$ cat config.mk
export PLATFORM = sky130hd
export DESIGN_NAME = npe_host
export DESIGN_NICKNAME = d
export VERILOG_FILES = /design/src/npe_pkg.sv /design/src/npe_tmr_if.sv /design/src/npe_host.sv /design/src/npe_timer.sv
export SDC_FILE = /design/constraint.sdc
export NUM_CORES = 1
export LEC_CHECK = 0
export CAP_MARGIN = 15
export CORE_UTILIZATION = 65
export CTS_CLUSTER_DIAMETER = 120
export DETAILED_ROUTE_END_ITERATION = 8
export DONT_BUFFER_PORTS = 1
export GPL_ROUTABILITY_DRIVEN = 0
export MAX_ROUTING_LAYER = met4
export PLACE_DENSITY = 0.87
export REMOVE_ABC_BUFFERS = 1
export SYNTH_ARGS = -nofsm -noshare
export SYNTH_HDL_FRONTEND = slang
export SYNTH_SLANG_ARGS = --single-unit
$ cat constraint.sdc
create_clock -name i_clk_sys -period 4.4 [get_ports i_clk_sys]
set_input_delay 0.44 -clock i_clk_sys [delete_from_list [all_inputs] [get_ports i_clk_sys]]
set_output_delay 0.44 -clock i_clk_sys [all_outputs]
set_load 0.005 [all_outputs]
$ cat src/npe_pkg.sv
// Purpose: shared constants for the nibble port expander host controller
// Assumes: 50 MHz system clock
// Notes:   timing counts derived from nanosecond figures, rounded up
package npe_pkg;
  localparam int unsigned CLK_PERIOD_NS   = 20;
  localparam int unsigned T_CS_SETUP_NS   = 50;   // select setup/hold
  localparam int unsigned T_CMD_SETUP_NS  = 100;  // command setup before falling strobe
  localparam int unsigned T_CMD_HOLD_NS   = 60;   // command hold after falling strobe
  localparam int unsigned T_STROBE_LOW_NS = 700;  // least strobe low time
  localparam int unsigned T_RD_ACCESS_NS  = 650;  // device read data valid delay
  localparam int unsigned T_DAT_SETUP_NS  = 200;  // write data setup before rising strobe
  localparam int unsigned T_DAT_HOLD_NS   = 150;  // covers write hold and device read float
  localparam int unsigned CYC_CS     = (T_CS_SETUP_NS   + CLK_PERIOD_NS - 1) / CLK_PERIOD_NS;
  localparam int unsigned CYC_CMD_SU = (T_CMD_SETUP_NS  + CLK_PERIOD_NS - 1) / CLK_PERIOD_NS;
  localparam int unsigned CYC_CMD_HD = (T_CMD_HOLD_NS   + CLK_PERIOD_NS - 1) / CLK_PERIOD_NS;
  localparam int unsigned CYC_LOW    = (T_STROBE_LOW_NS + CLK_PERIOD_NS - 1) / CLK_PERIOD_NS;
  localparam int unsigned CYC_DAT_HD = (T_DAT_HOLD_NS   + CLK_PERIOD_NS - 1) / CLK_PERIOD_NS;
  localparam int unsigned CYC_ACCESS = (T_RD_ACCESS_NS  + CLK_PERIOD_NS - 1) / CLK_PERIOD_NS;
  localparam int unsigned CYC_DAT_SU = (T_DAT_SETUP_NS  + CLK_PERIOD_NS - 1) / CLK_PERIOD_NS;
  // command nibble layout
  localparam int unsigned OP_MSB   = 3;
  localparam int unsigned OP_LSB   = 2;
  localparam int unsigned ADDR_MSB = 1;
  localparam int unsigned ADDR_LSB = 0;
  localparam logic [1:0] OP_IN  = 2'h0;
  localparam logic [1:0] OP_OUT = 2'h1;
  localparam logic [1:0] OP_OR  = 2'h2;
  localparam logic [1:0] OP_AND = 2'h3;
  localparam logic [1:0] PORT_A = 2'h0;
  localparam logic [1:0] PORT_B = 2'h1;
  localparam logic [1:0] PORT_C = 2'h2;
  localparam logic [1:0] PORT_D = 2'h3;
  localparam int unsigned CNT_W = 8;
endpackage

$ cat src/npe_tmr_if.sv
// Purpose: carrier between sequencer and phase timer
// Assumes: single clock domain
// Notes:   start loads a count, done pulses when it expires
`timescale 1ns/1ps
`default_nettype none
interface npe_tmr_if;
  logic                       start;
  logic [npe_pkg::CNT_W-1:0]  load;
  logic                       done;
  modport seq (output start, output load, input done);
  modport tmr (input start, input load, output done);
endinterface
`default_nettype wire

$ cat src/npe_host.sv
// Purpose: host controller driving a nibble port expander over its strobe bus
// Assumes: device pins synchronous to i_clk_sys; one transaction at a time
// Notes:   oe signals active low; bus and select lines fully timed here
`timescale 1ns/1ps
`default_nettype none
module npe_host #(
  parameter int unsigned NUM_DEV = 1
) (
  // clock and reset
  input  wire logic               i_clk_sys,
  input  wire logic               i_reset_n,
  // user request
  input  wire logic               i_req_valid,
  input  wire logic [$clog2(NUM_DEV+1)-1:0] i_req_dev,
  input  wire logic [1:0]         i_req_op,
  input  wire logic [1:0]         i_req_port,
  input  wire logic [3:0]         i_req_data,
  output logic                    o_req_ready,
  // user answer
  output logic                    o_rsp_valid,
  output logic [3:0]              o_rsp_data,
  // device pins
  output logic [NUM_DEV-1:0]      o_chip_select_n,
  output logic                    o_load_strobe_n,
  input  wire logic [3:0]         i_host_nibble_bus,
  output logic [3:0]              o_host_nibble_bus,
  output logic                    o_host_nibble_bus_oe_n
);
  // refuse select widths the one-hot decode cannot serve
  if (NUM_DEV < 1 || NUM_DEV > 16) begin : g_bad_num_dev
    $error("NUM_DEV must be 1..16");
  end

  typedef enum logic [7:0] {
    ST_IDLE  = 8'b0000_0001,
    ST_SEL   = 8'b0000_0010,
    ST_CMD   = 8'b0000_0100,
    ST_HOLD  = 8'b0000_1000,
    ST_LOW   = 8'b0001_0000,
    ST_HIGH  = 8'b0010_0000,
    ST_DESEL = 8'b0100_0000,
    ST_WAKE  = 8'b1000_0000
  } npe_state_e;

  npe_state_e               state_q;
  logic [1:0]               op_q;
  logic [1:0]               port_q;
  logic [3:0]               data_q;
  logic                     rd_q;
  logic [3:0]               rsp_data_q;
  logic                     rsp_valid_q;
  logic                     strobe_n_q;
  logic [3:0]               bus_q;
  logic                     bus_oe_n_q;
  logic [NUM_DEV-1:0]       cs_n_q;

  npe_tmr_if tmr_if ();

  npe_timer u_timer (
    .i_clk_sys (i_clk_sys),
    .i_reset_n (i_reset_n),
    .tmr       (tmr_if)
  );

  function automatic logic [npe_pkg::CNT_W-1:0] cyc(input int unsigned n);
    cyc = (n < 1) ? 8'h01 : n[npe_pkg::CNT_W-1:0];
  endfunction

  // one-hot select for the addressed expander
  function automatic logic [NUM_DEV-1:0] dev_onehot(input logic [$clog2(NUM_DEV+1)-1:0] d);
    dev_onehot = '0;
    for (int i = 0; i < NUM_DEV; i++) begin
      if (d == i[$clog2(NUM_DEV+1)-1:0]) begin
        dev_onehot[i] = 1'b1;
      end
    end
  endfunction

  // phase timing: each state loads its minimum duration on entry
  always_comb begin
    tmr_if.start = 1'b0;
    tmr_if.load  = 8'h01;
    case (state_q)
      ST_IDLE: begin
        if (i_req_valid) begin
          tmr_if.start = 1'b1;
          tmr_if.load  = cyc(npe_pkg::CYC_CS);
        end
      end
      ST_WAKE: begin
        // keep select high for a setup time after the wake pulse
        tmr_if.start = 1'b1;
        tmr_if.load  = cyc(npe_pkg::CYC_CS);
      end
      ST_SEL: begin
        if (tmr_if.done) begin
          tmr_if.start = 1'b1;
          tmr_if.load  = cyc(npe_pkg::CYC_CMD_SU);
        end
      end
      ST_CMD: begin
        if (tmr_if.done) begin
          tmr_if.start = 1'b1;
          tmr_if.load  = cyc(npe_pkg::CYC_CMD_HD);
        end
      end
      ST_HOLD: begin
        if (tmr_if.done) begin
          // read and write both wait the longer of the device access time and the pulse width
          tmr_if.start = 1'b1;
          tmr_if.load  = cyc(((npe_pkg::CYC_LOW > npe_pkg::CYC_ACCESS) ? npe_pkg::CYC_LOW : npe_pkg::CYC_ACCESS)
                             - npe_pkg::CYC_CMD_HD);
        end
      end
      ST_LOW: begin
        if (tmr_if.done) begin
          tmr_if.start = 1'b1;
          tmr_if.load  = cyc(npe_pkg::CYC_DAT_HD);
        end
      end
      ST_HIGH: begin
        if (tmr_if.done) begin
          tmr_if.start = 1'b1;
          tmr_if.load  = cyc(npe_pkg::CYC_CS);
        end
      end
      ST_DESEL: begin
        tmr_if.start = 1'b0;
      end
      default: begin
        tmr_if.start = 1'b0;
      end
    endcase
  end

  // sequencer; a wake strobe after reset releases the device from its reset state
  always_ff @(posedge i_clk_sys) begin
    if (!i_reset_n) begin
      state_q <= ST_WAKE;
    end else begin
      case (state_q)
        ST_WAKE:  state_q <= ST_DESEL;
        ST_IDLE:  state_q <= i_req_valid ? ST_SEL : ST_IDLE;
        ST_SEL:   state_q <= tmr_if.done ? ST_CMD : ST_SEL;
        ST_CMD:   state_q <= tmr_if.done ? ST_HOLD : ST_CMD;
        ST_HOLD:  state_q <= tmr_if.done ? ST_LOW : ST_HOLD;
        ST_LOW:   state_q <= tmr_if.done ? ST_HIGH : ST_LOW;
        ST_HIGH:  state_q <= tmr_if.done ? ST_DESEL : ST_HIGH;
        ST_DESEL: state_q <= tmr_if.done ? ST_IDLE : ST_DESEL;
        default:  state_q <= ST_IDLE;
      endcase
    end
  end

  // request capture; one command then one data nibble per request
  always_ff @(posedge i_clk_sys) begin
    if (!i_reset_n) begin
      op_q   <= npe_pkg::OP_IN;
      port_q <= npe_pkg::PORT_A;
      data_q <= 4'h0;
      rd_q   <= 1'b0;
    end else if (state_q == ST_IDLE && i_req_valid) begin
      op_q   <= i_req_op;
      port_q <= i_req_port;
      data_q <= i_req_data;
      rd_q   <= (i_req_op == npe_pkg::OP_IN);
    end
  end

  // chip select held low across the whole transaction and its margins
  always_ff @(posedge i_clk_sys) begin
    if (!i_reset_n) begin
      cs_n_q <= '1;
    end else if (state_q == ST_IDLE && i_req_valid) begin
      cs_n_q <= ~dev_onehot(i_req_dev);
    end else if (state_q == ST_DESEL && tmr_if.done) begin
      cs_n_q <= '1;
    end
  end

  // strobe: falls at end of command setup, rises after low time
  always_ff @(posedge i_clk_sys) begin
    if (!i_reset_n) begin
      strobe_n_q <= 1'b1;
    end else if (state_q == ST_WAKE) begin
      strobe_n_q <= 1'b0;
    end else if (state_q == ST_SEL && tmr_if.done) begin
      strobe_n_q <= 1'b1;
    end else if (state_q == ST_CMD && tmr_if.done) begin
      strobe_n_q <= 1'b0;
    end else if (state_q == ST_LOW && tmr_if.done) begin
      strobe_n_q <= 1'b1;
    end else if (state_q == ST_IDLE || state_q == ST_DESEL) begin
      strobe_n_q <= 1'b1;
    end
  end

  // bus drive: command nibble, then data for writes; released for reads
  always_ff @(posedge i_clk_sys) begin
    if (!i_reset_n) begin
      bus_q      <= 4'h0;
      bus_oe_n_q <= 1'b1;
    end else if (state_q == ST_SEL && tmr_if.done) begin
      bus_q      <= {op_q, port_q};
      bus_oe_n_q <= 1'b0;
    end else if (state_q == ST_HOLD && tmr_if.done) begin
      // write data must meet its setup long before the rising edge
      bus_q      <= rd_q ? 4'h0 : data_q;
      bus_oe_n_q <= rd_q;
    end else if (state_q == ST_HIGH && tmr_if.done) begin
      bus_oe_n_q <= 1'b1;
    end
  end

  // read data sampled just before the rising strobe edge
  always_ff @(posedge i_clk_sys) begin
    if (!i_reset_n) begin
      rsp_data_q  <= 4'h0;
      rsp_valid_q <= 1'b0;
    end else begin
      rsp_valid_q <= 1'b0;
      if (state_q == ST_LOW && tmr_if.done && rd_q) begin
        rsp_data_q  <= i_host_nibble_bus;
        rsp_valid_q <= 1'b1;
      end
    end
  end

  // outputs straight from flip-flops
  always_ff @(posedge i_clk_sys) begin
    if (!i_reset_n) begin
      o_req_ready <= 1'b0;
    end else begin
      // no ready straight after wake: a take there would drop select as the wake strobe rises
      o_req_ready <= (state_q == ST_DESEL && tmr_if.done) || (state_q == ST_IDLE && !i_req_valid);
    end
  end

  assign o_rsp_valid            = rsp_valid_q;
  assign o_rsp_data             = rsp_data_q;
  assign o_chip_select_n        = cs_n_q;
  assign o_load_strobe_n        = strobe_n_q;
  assign o_host_nibble_bus      = bus_q;
  assign o_host_nibble_bus_oe_n = bus_oe_n_q;
endmodule
`default_nettype wire

$ cat src/npe_timer.sv
// Purpose: phase timer for strobe sequencing
// Assumes: load is at least one
// Notes:   done pulses load cycles after start
`timescale 1ns/1ps
`default_nettype none
module npe_timer (
  // clock and reset
  input  wire logic  i_clk_sys,
  input  wire logic  i_reset_n,
  // sequencer side
  npe_tmr_if.tmr     tmr
);
  logic [npe_pkg::CNT_W-1:0] cnt_q;
  logic                      done_q;
  // count down; a restart overrides a running phase
  always_ff @(posedge i_clk_sys) begin
    if (!i_reset_n) begin
      cnt_q  <= '0;
      done_q <= 1'b0;
    end else if (tmr.start) begin
      cnt_q  <= tmr.load;
      done_q <= 1'b0;
    end else begin
      done_q <= (cnt_q == 8'h01);
      if (cnt_q != '0) begin
        cnt_q <= cnt_q - 8'h01;
      end
    end
  end
  assign tmr.done = done_q;
endmodule
`default_nettype wire

[Yosys cells after proc, flatten, opt, wreduce, memory -nomap -nowiden]
Cells that the tools add are included.
Operators by class
  $add $sub $neg: 1
  equal/unequal tests: 9
  multiplexer cells: 36
  bitwise operators: 2
  reductions and logical operators: 22
Operators by type and width (number)
  one-hot mux 7 bit (8 select lines): 1
  one-hot mux 6 bit (6 select lines): 1
  2-to-1 mux 4 bit: 5
  == test 8 x 1 -> 1 bit, second input constant: 2
  2-to-1 mux 1 bit: 16
  2-to-1 mux 8 bit: 2
  2-to-1 mux 7 bit: 2
  2-to-1 mux 6 bit: 2
  logical AND 1 bit: 9
  == test 8 x 2 -> 1 bit, second input constant: 1
  == test 8 x 3 -> 1 bit, second input constant: 1
  == test 8 x 4 -> 1 bit, second input constant: 1
  == test 8 x 5 -> 1 bit, second input constant: 1
  == test 8 x 6 -> 1 bit, second input constant: 1
  == test 8 x 7 -> 1 bit, second input constant: 1
  == test 8 bit, second input constant: 1
  nonzero test 8 bit: 1
  subtractor 8 x 1 -> 8 bit, second input constant: 1
  2-to-1 mux 2 bit: 3
  2-to-1 mux 3 bit: 2
  nonzero test 2 bit: 3
  2-to-1 mux 5 bit: 1
  nonzero test 5 bit: 1
  OR reduction 5 bit: 1
  7 further kinds: 10
Storage, ports and cells
  register bits after elaboration: 39
  input bits: 16
  output and inout bits: 13
  logic and storage cells: 84

[Logic depth before layout (Yosys ltp)]
  depth in word-level cells: 7
  gate-level depth with buffers: 7
  depth with buffers taken out: 6

[By module]
From an unflattened synthesis, not the netlist that was laid out.
Unflattened totals
  cells, all modules: 234
  area, all modules: 1905.6 µm²
Modules (own cells, without submodules)
  npe_host: instances 1, cells an instance 178, area an instance 1406.3 µm², seq. area each 600.6 µm²
  npe_timer: instances 1, cells an instance 56, area an instance 499.2 µm², seq. area each 180.2 µm²

[Least setup slack after synthesis]
No wires, ideal clock.
  kind: register to register
  start: register state_q[7]
  end: register rsp_data_q[0], in the netlist o_rsp_data[0]
  setup time: 0.132 ns
  data arrival time: 1.566 ns
  data required time: 4.268 ns
  path slack: 2.702 ns
  cell stages (with the launch flop): 7
  path buffers: 1
  period minus slack after synthesis: 1.698 ns
  path through: dfxtp_1 > buf_6 > or4_4 > nor4_4 > nand2_2 > nand2_1 > a21oi_1
On the way
  word-level cells in the longest chain between the ends: 3
RTL lines
  start, declared: line npe_host.sv:45  | npe_state_e state_q;
  start signal, assigned: line npe_host.sv:143  | ST_IDLE: state_q <= i_req_valid ? ST_SEL : ST_IDLE;
  start signal, assigned: line npe_host.sv:144  | ST_SEL: state_q <= tmr_if.done ? ST_CMD : ST_SEL;
  start signal, assigned: line npe_host.sv:145  | ST_CMD: state_q <= tmr_if.done ? ST_HOLD : ST_CMD;
  == test 8 x 5 -> 1 bit: line npe_host.sv:222  | if (state_q == ST_LOW && tmr_if.done && rd_q) begin
  logical AND 1 bit (2 in a row): line npe_host.sv:222
  end signal, assigned: line npe_host.sv:223  | rsp_data_q <= i_host_nibble_bus;
  end, declared: line npe_host.sv:50  | logic [3:0] rsp_data_q;
Every way passes these cells.
A chain may end at the register's enable or synchronous reset.

[Worst setup path after layout]
  start: register state_q[5]
  end: register data_q[2]
On the way
  word-level cells in the longest chain between the ends: 2
RTL lines
  == test 8 x 1 -> 1 bit: line npe_host.sv:162  | end else if (state_q == ST_IDLE && i_req_valid) begin
  logical AND 1 bit: line npe_host.sv:162
  end signal, assigned: line npe_host.sv:165  | data_q <= i_req_data;
  end, declared: line npe_host.sv:48  | logic [3:0] data_q;
Every way passes these cells.

==> results.toml <==
[status]
status = "finished, final reports clean"

[grt]
grt_pass1_wl_mm = 6.89
grt_max_degree = 21
gr-total-overflow = 0
grt_pass1_vias = 1575
antenna_found_initial = 0
gr-usage-all-layers_pct = 28.0

[setup_path]
critPathLaunchType = "register"
critPathMaxFanout = 12
cp_data_required_time_ns = 4.62
criticalPathCategory = "register to register"
cp-end-kind = "register"
crit_arrival_ns = 2.38

[finish]
nets = 243
final-seq-area_um2 = 781
stdcell_area_um2 = 2010
final.fill_count = 213
multiInputGateArea_um2 = 1080
area_growth_pct = 2.23
layout-drive-gt1-share_pct = 7.96
antenna_cells = 0

[routing]
drt.antenna.violating_nets = 0
vias = 1677
routed_wl_mm = 4.13
wl_per_cell_um = 16.1
drtIter0Drc = 66
viasPerCell = 6.53
dr.pass1.iters = 5
drc = 0

[yosys]
syn_inst = 233
yosys.area_share.simple_pct = 30.1
yosysSeqAreaShare_pct = 39.8
synth_cell_types = 45
ys_seq_elements = 39
synth_top_family_by_area = "simple AND/OR/NAND/NOR gates"
synth_fa_ha_area_share_pct = 1.27
syn_area_um2 = 1960
postSynthAreaPerCell_um2 = 8.43
synthFlopType = "dfxtp_1"
synth_edf_count = 0
synth_compound_area_share_pct = 14.3
synth_warnings = 0
synthArstFlopShare_pct = 0
yosys.area_share.xor_xnor_pct = 4.02
synth_mux_area_share_pct = 5.16

[min_path]
hp-class = "input port to register"

[clock_network]
postCtsSetupBuffers = 0
insertion_delay_ns = 0.34
htreeDepth = 2
clockBufferDepth = 2
post_cts_resized = 0
cts_tree = "built"
clock-root-buffer = "clkbuf_4"
cts_buffers = 5
cts_num_sinks = 39
path_clk_slew_ns = 0.12
ctsHoldBuffers = 0

[die]
initial_utilization_pct = 70.0
num_rows = 19
die-area_um2 = 3240
coreArea_um2 = 2810
io_pins = 29
die_h_um = 57.0
die_w_um = 57.0

[sta]
setup_viol_count_final = 0
report.final.hold_viol_count = 0
final.setup.tns_ns = 0
min_period_ns = 2.16
rsz0062_at_grt = "no"
worst_pin_slew_ns = 0.883
fin_crit_sh_pct = 49.2
finClkSkew_ns = 0.0133
fmax_ghz = 0.462
slew_headroom_pct = 40.7
slew_viol_final = 0

[placed_design]
place_hpwl_mm = 3.02
place_area_um2 = 1920
io_buffer_count = 0

[power_and_ir_drop]
power_density_nw_per_um2 = 467
p_leak_nw = 0.723
vdd_drop_max_v = 0.000267

[run]
max_cap_violations = 0
-- critical path: stages, from the launching register on --
cell and delay [ns]:
dfxtp_1 0.45, nor2_2 0.27, nand2_2 0.16, nor4_4 0.81, mux2i_1 0.30, nor2_1 0.06
-- state kept, by name, summed over array words and instances (netlist names) --
register,count
state_q,8
u_timer.cnt_q,8
data_q,4
o_host_nibble_bus,4
o_rsp_data,4
op_q,2
port_q,2
o_chip_select_n,1
o_host_nibble_bus_oe_n,1
o_load_strobe_n,1
o_req_ready,1
o_rsp_valid,1
rd_q,1
u_timer.tmr.done,1
-- cells by family after synthesis --
logic type / count (synthesis)
flip-flops: 39
buffers and inverters: 21
adder cells (fa/ha/maj): 2
XOR/XNOR: 9
AND/OR/NAND/NOR: 104
AO/OA/AOI/OAI: 48
multiplexers: 10
-- cell usage in the layout (no fill, tap or decap), types with 3 or more instances in the layout --
cell      instances
clkbuf_4          5
dfxtp_1          39
nor2b_1           7
nand4_1           4
o211ai_1          3
inv_1             6
xnor2_1           4
nor2_1           28
o22ai_1           3
or4_1             3
nand2_1          18
nor3b_1           8
a21oi_1          23
nor3_1            6
o21ai_0           8
and3_1            3
nand3_1          10
mux2i_1           9
xor2_1            5
-- cells in the mapped netlist, types with 2 or more instances --
master | number | area, um^2
and3_1 | 3 | 18.8
nor4_4 | 2 | 42.5
xnor2_1 | 4 | 35.0
nand4_1 | 4 | 25.0
nor4_1 | 2 | 12.5
or4_1 | 3 | 22.5
clkbuf_1 | 4 | 15.0
a21oi_1 | 23 | 115
nand2b_1 | 2 | 12.5
o31ai_1 | 2 | 15.0
nand2_1 | 18 | 67.6
xor2_1 | 5 | 43.8
buf_4 | 2 | 15.0
buf_2 | 8 | 40.0
nor3b_1 | 8 | 60.1
nor2b_1 | 7 | 43.8
nand3_1 | 10 | 50.1
nor3_1 | 6 | 30.0
nor4b_1 | 2 | 17.5
inv_1 | 6 | 22.5
a31oi_1 | 2 | 12.5
mux2i_1 | 9 | 90.1
o211ai_1 | 3 | 22.5
ha_1 | 2 | 25.0
nor2_1 | 28 | 105
o22ai_1 | 3 | 18.8
o21ai_0 | 8 | 40.0
dfxtp_1 | 39 | 781
nand2_2 | 2 | 12.5
-- metal layers --
layer  global-route usage, %  part of all wire (%)  vias up
met1                    33.1                    41      791
li1                        -                     -      812
met3                    5.67                   6.3       10
met5                       -                     0        -
met4                    10.5                   2.1        0
met2                    47.2                    51       64
-- through the flow --
step	instances	power [mW]	utilization, %	worst slack (ns)	hold slack (ns)
2_1_floorplan	218	0.645	-	2.61	0.452
3_3_place_gp	249	0.686	68.5	2.37	0.465
3_5_place_dp	249	0.693	68.5	2.28	0.470
4_1_cts	257	0.936	71.5	2.27	0.185
5_1_grt	257	0.998	71.5	2.07	0.177
6_report	257	0.938	71.5	2.24	0.188
-- power by group --
group          internal [mW]  total [mW]  switching, mW
Sequential             0.389       0.435         0.0465
Combinational          0.108       0.257          0.148
Clock                  0.134       0.246          0.111
Total                  0.632       0.938          0.306
-- final cells by class --
cell class	instances	share of cell area (%)
Inverter	6	1.12
Sequential cell	39	38.9
Clock buffer	6	2.56
Clock inverter	2	1.75
Tap cell	31	1.93
Multi-Input combinational cell	173	53.7
-- worst paths after layout --
kind / end / slack [ns] / start / depth (start not counted)
hold / removal: o_host_nibble_bus_oe_n / 0.19 / i_reset_n / 1
setup reg to reg: data_q[2] / 2.24 / state_q[5] / 5
setup / recovery: data_q[2] / 2.24 / state_q[5] / 5
hold reg to reg: o_rsp_data[2] / 0.48 / o_rsp_data[2] / 2
No activity file was read; power rests on OpenSTA's default activity.
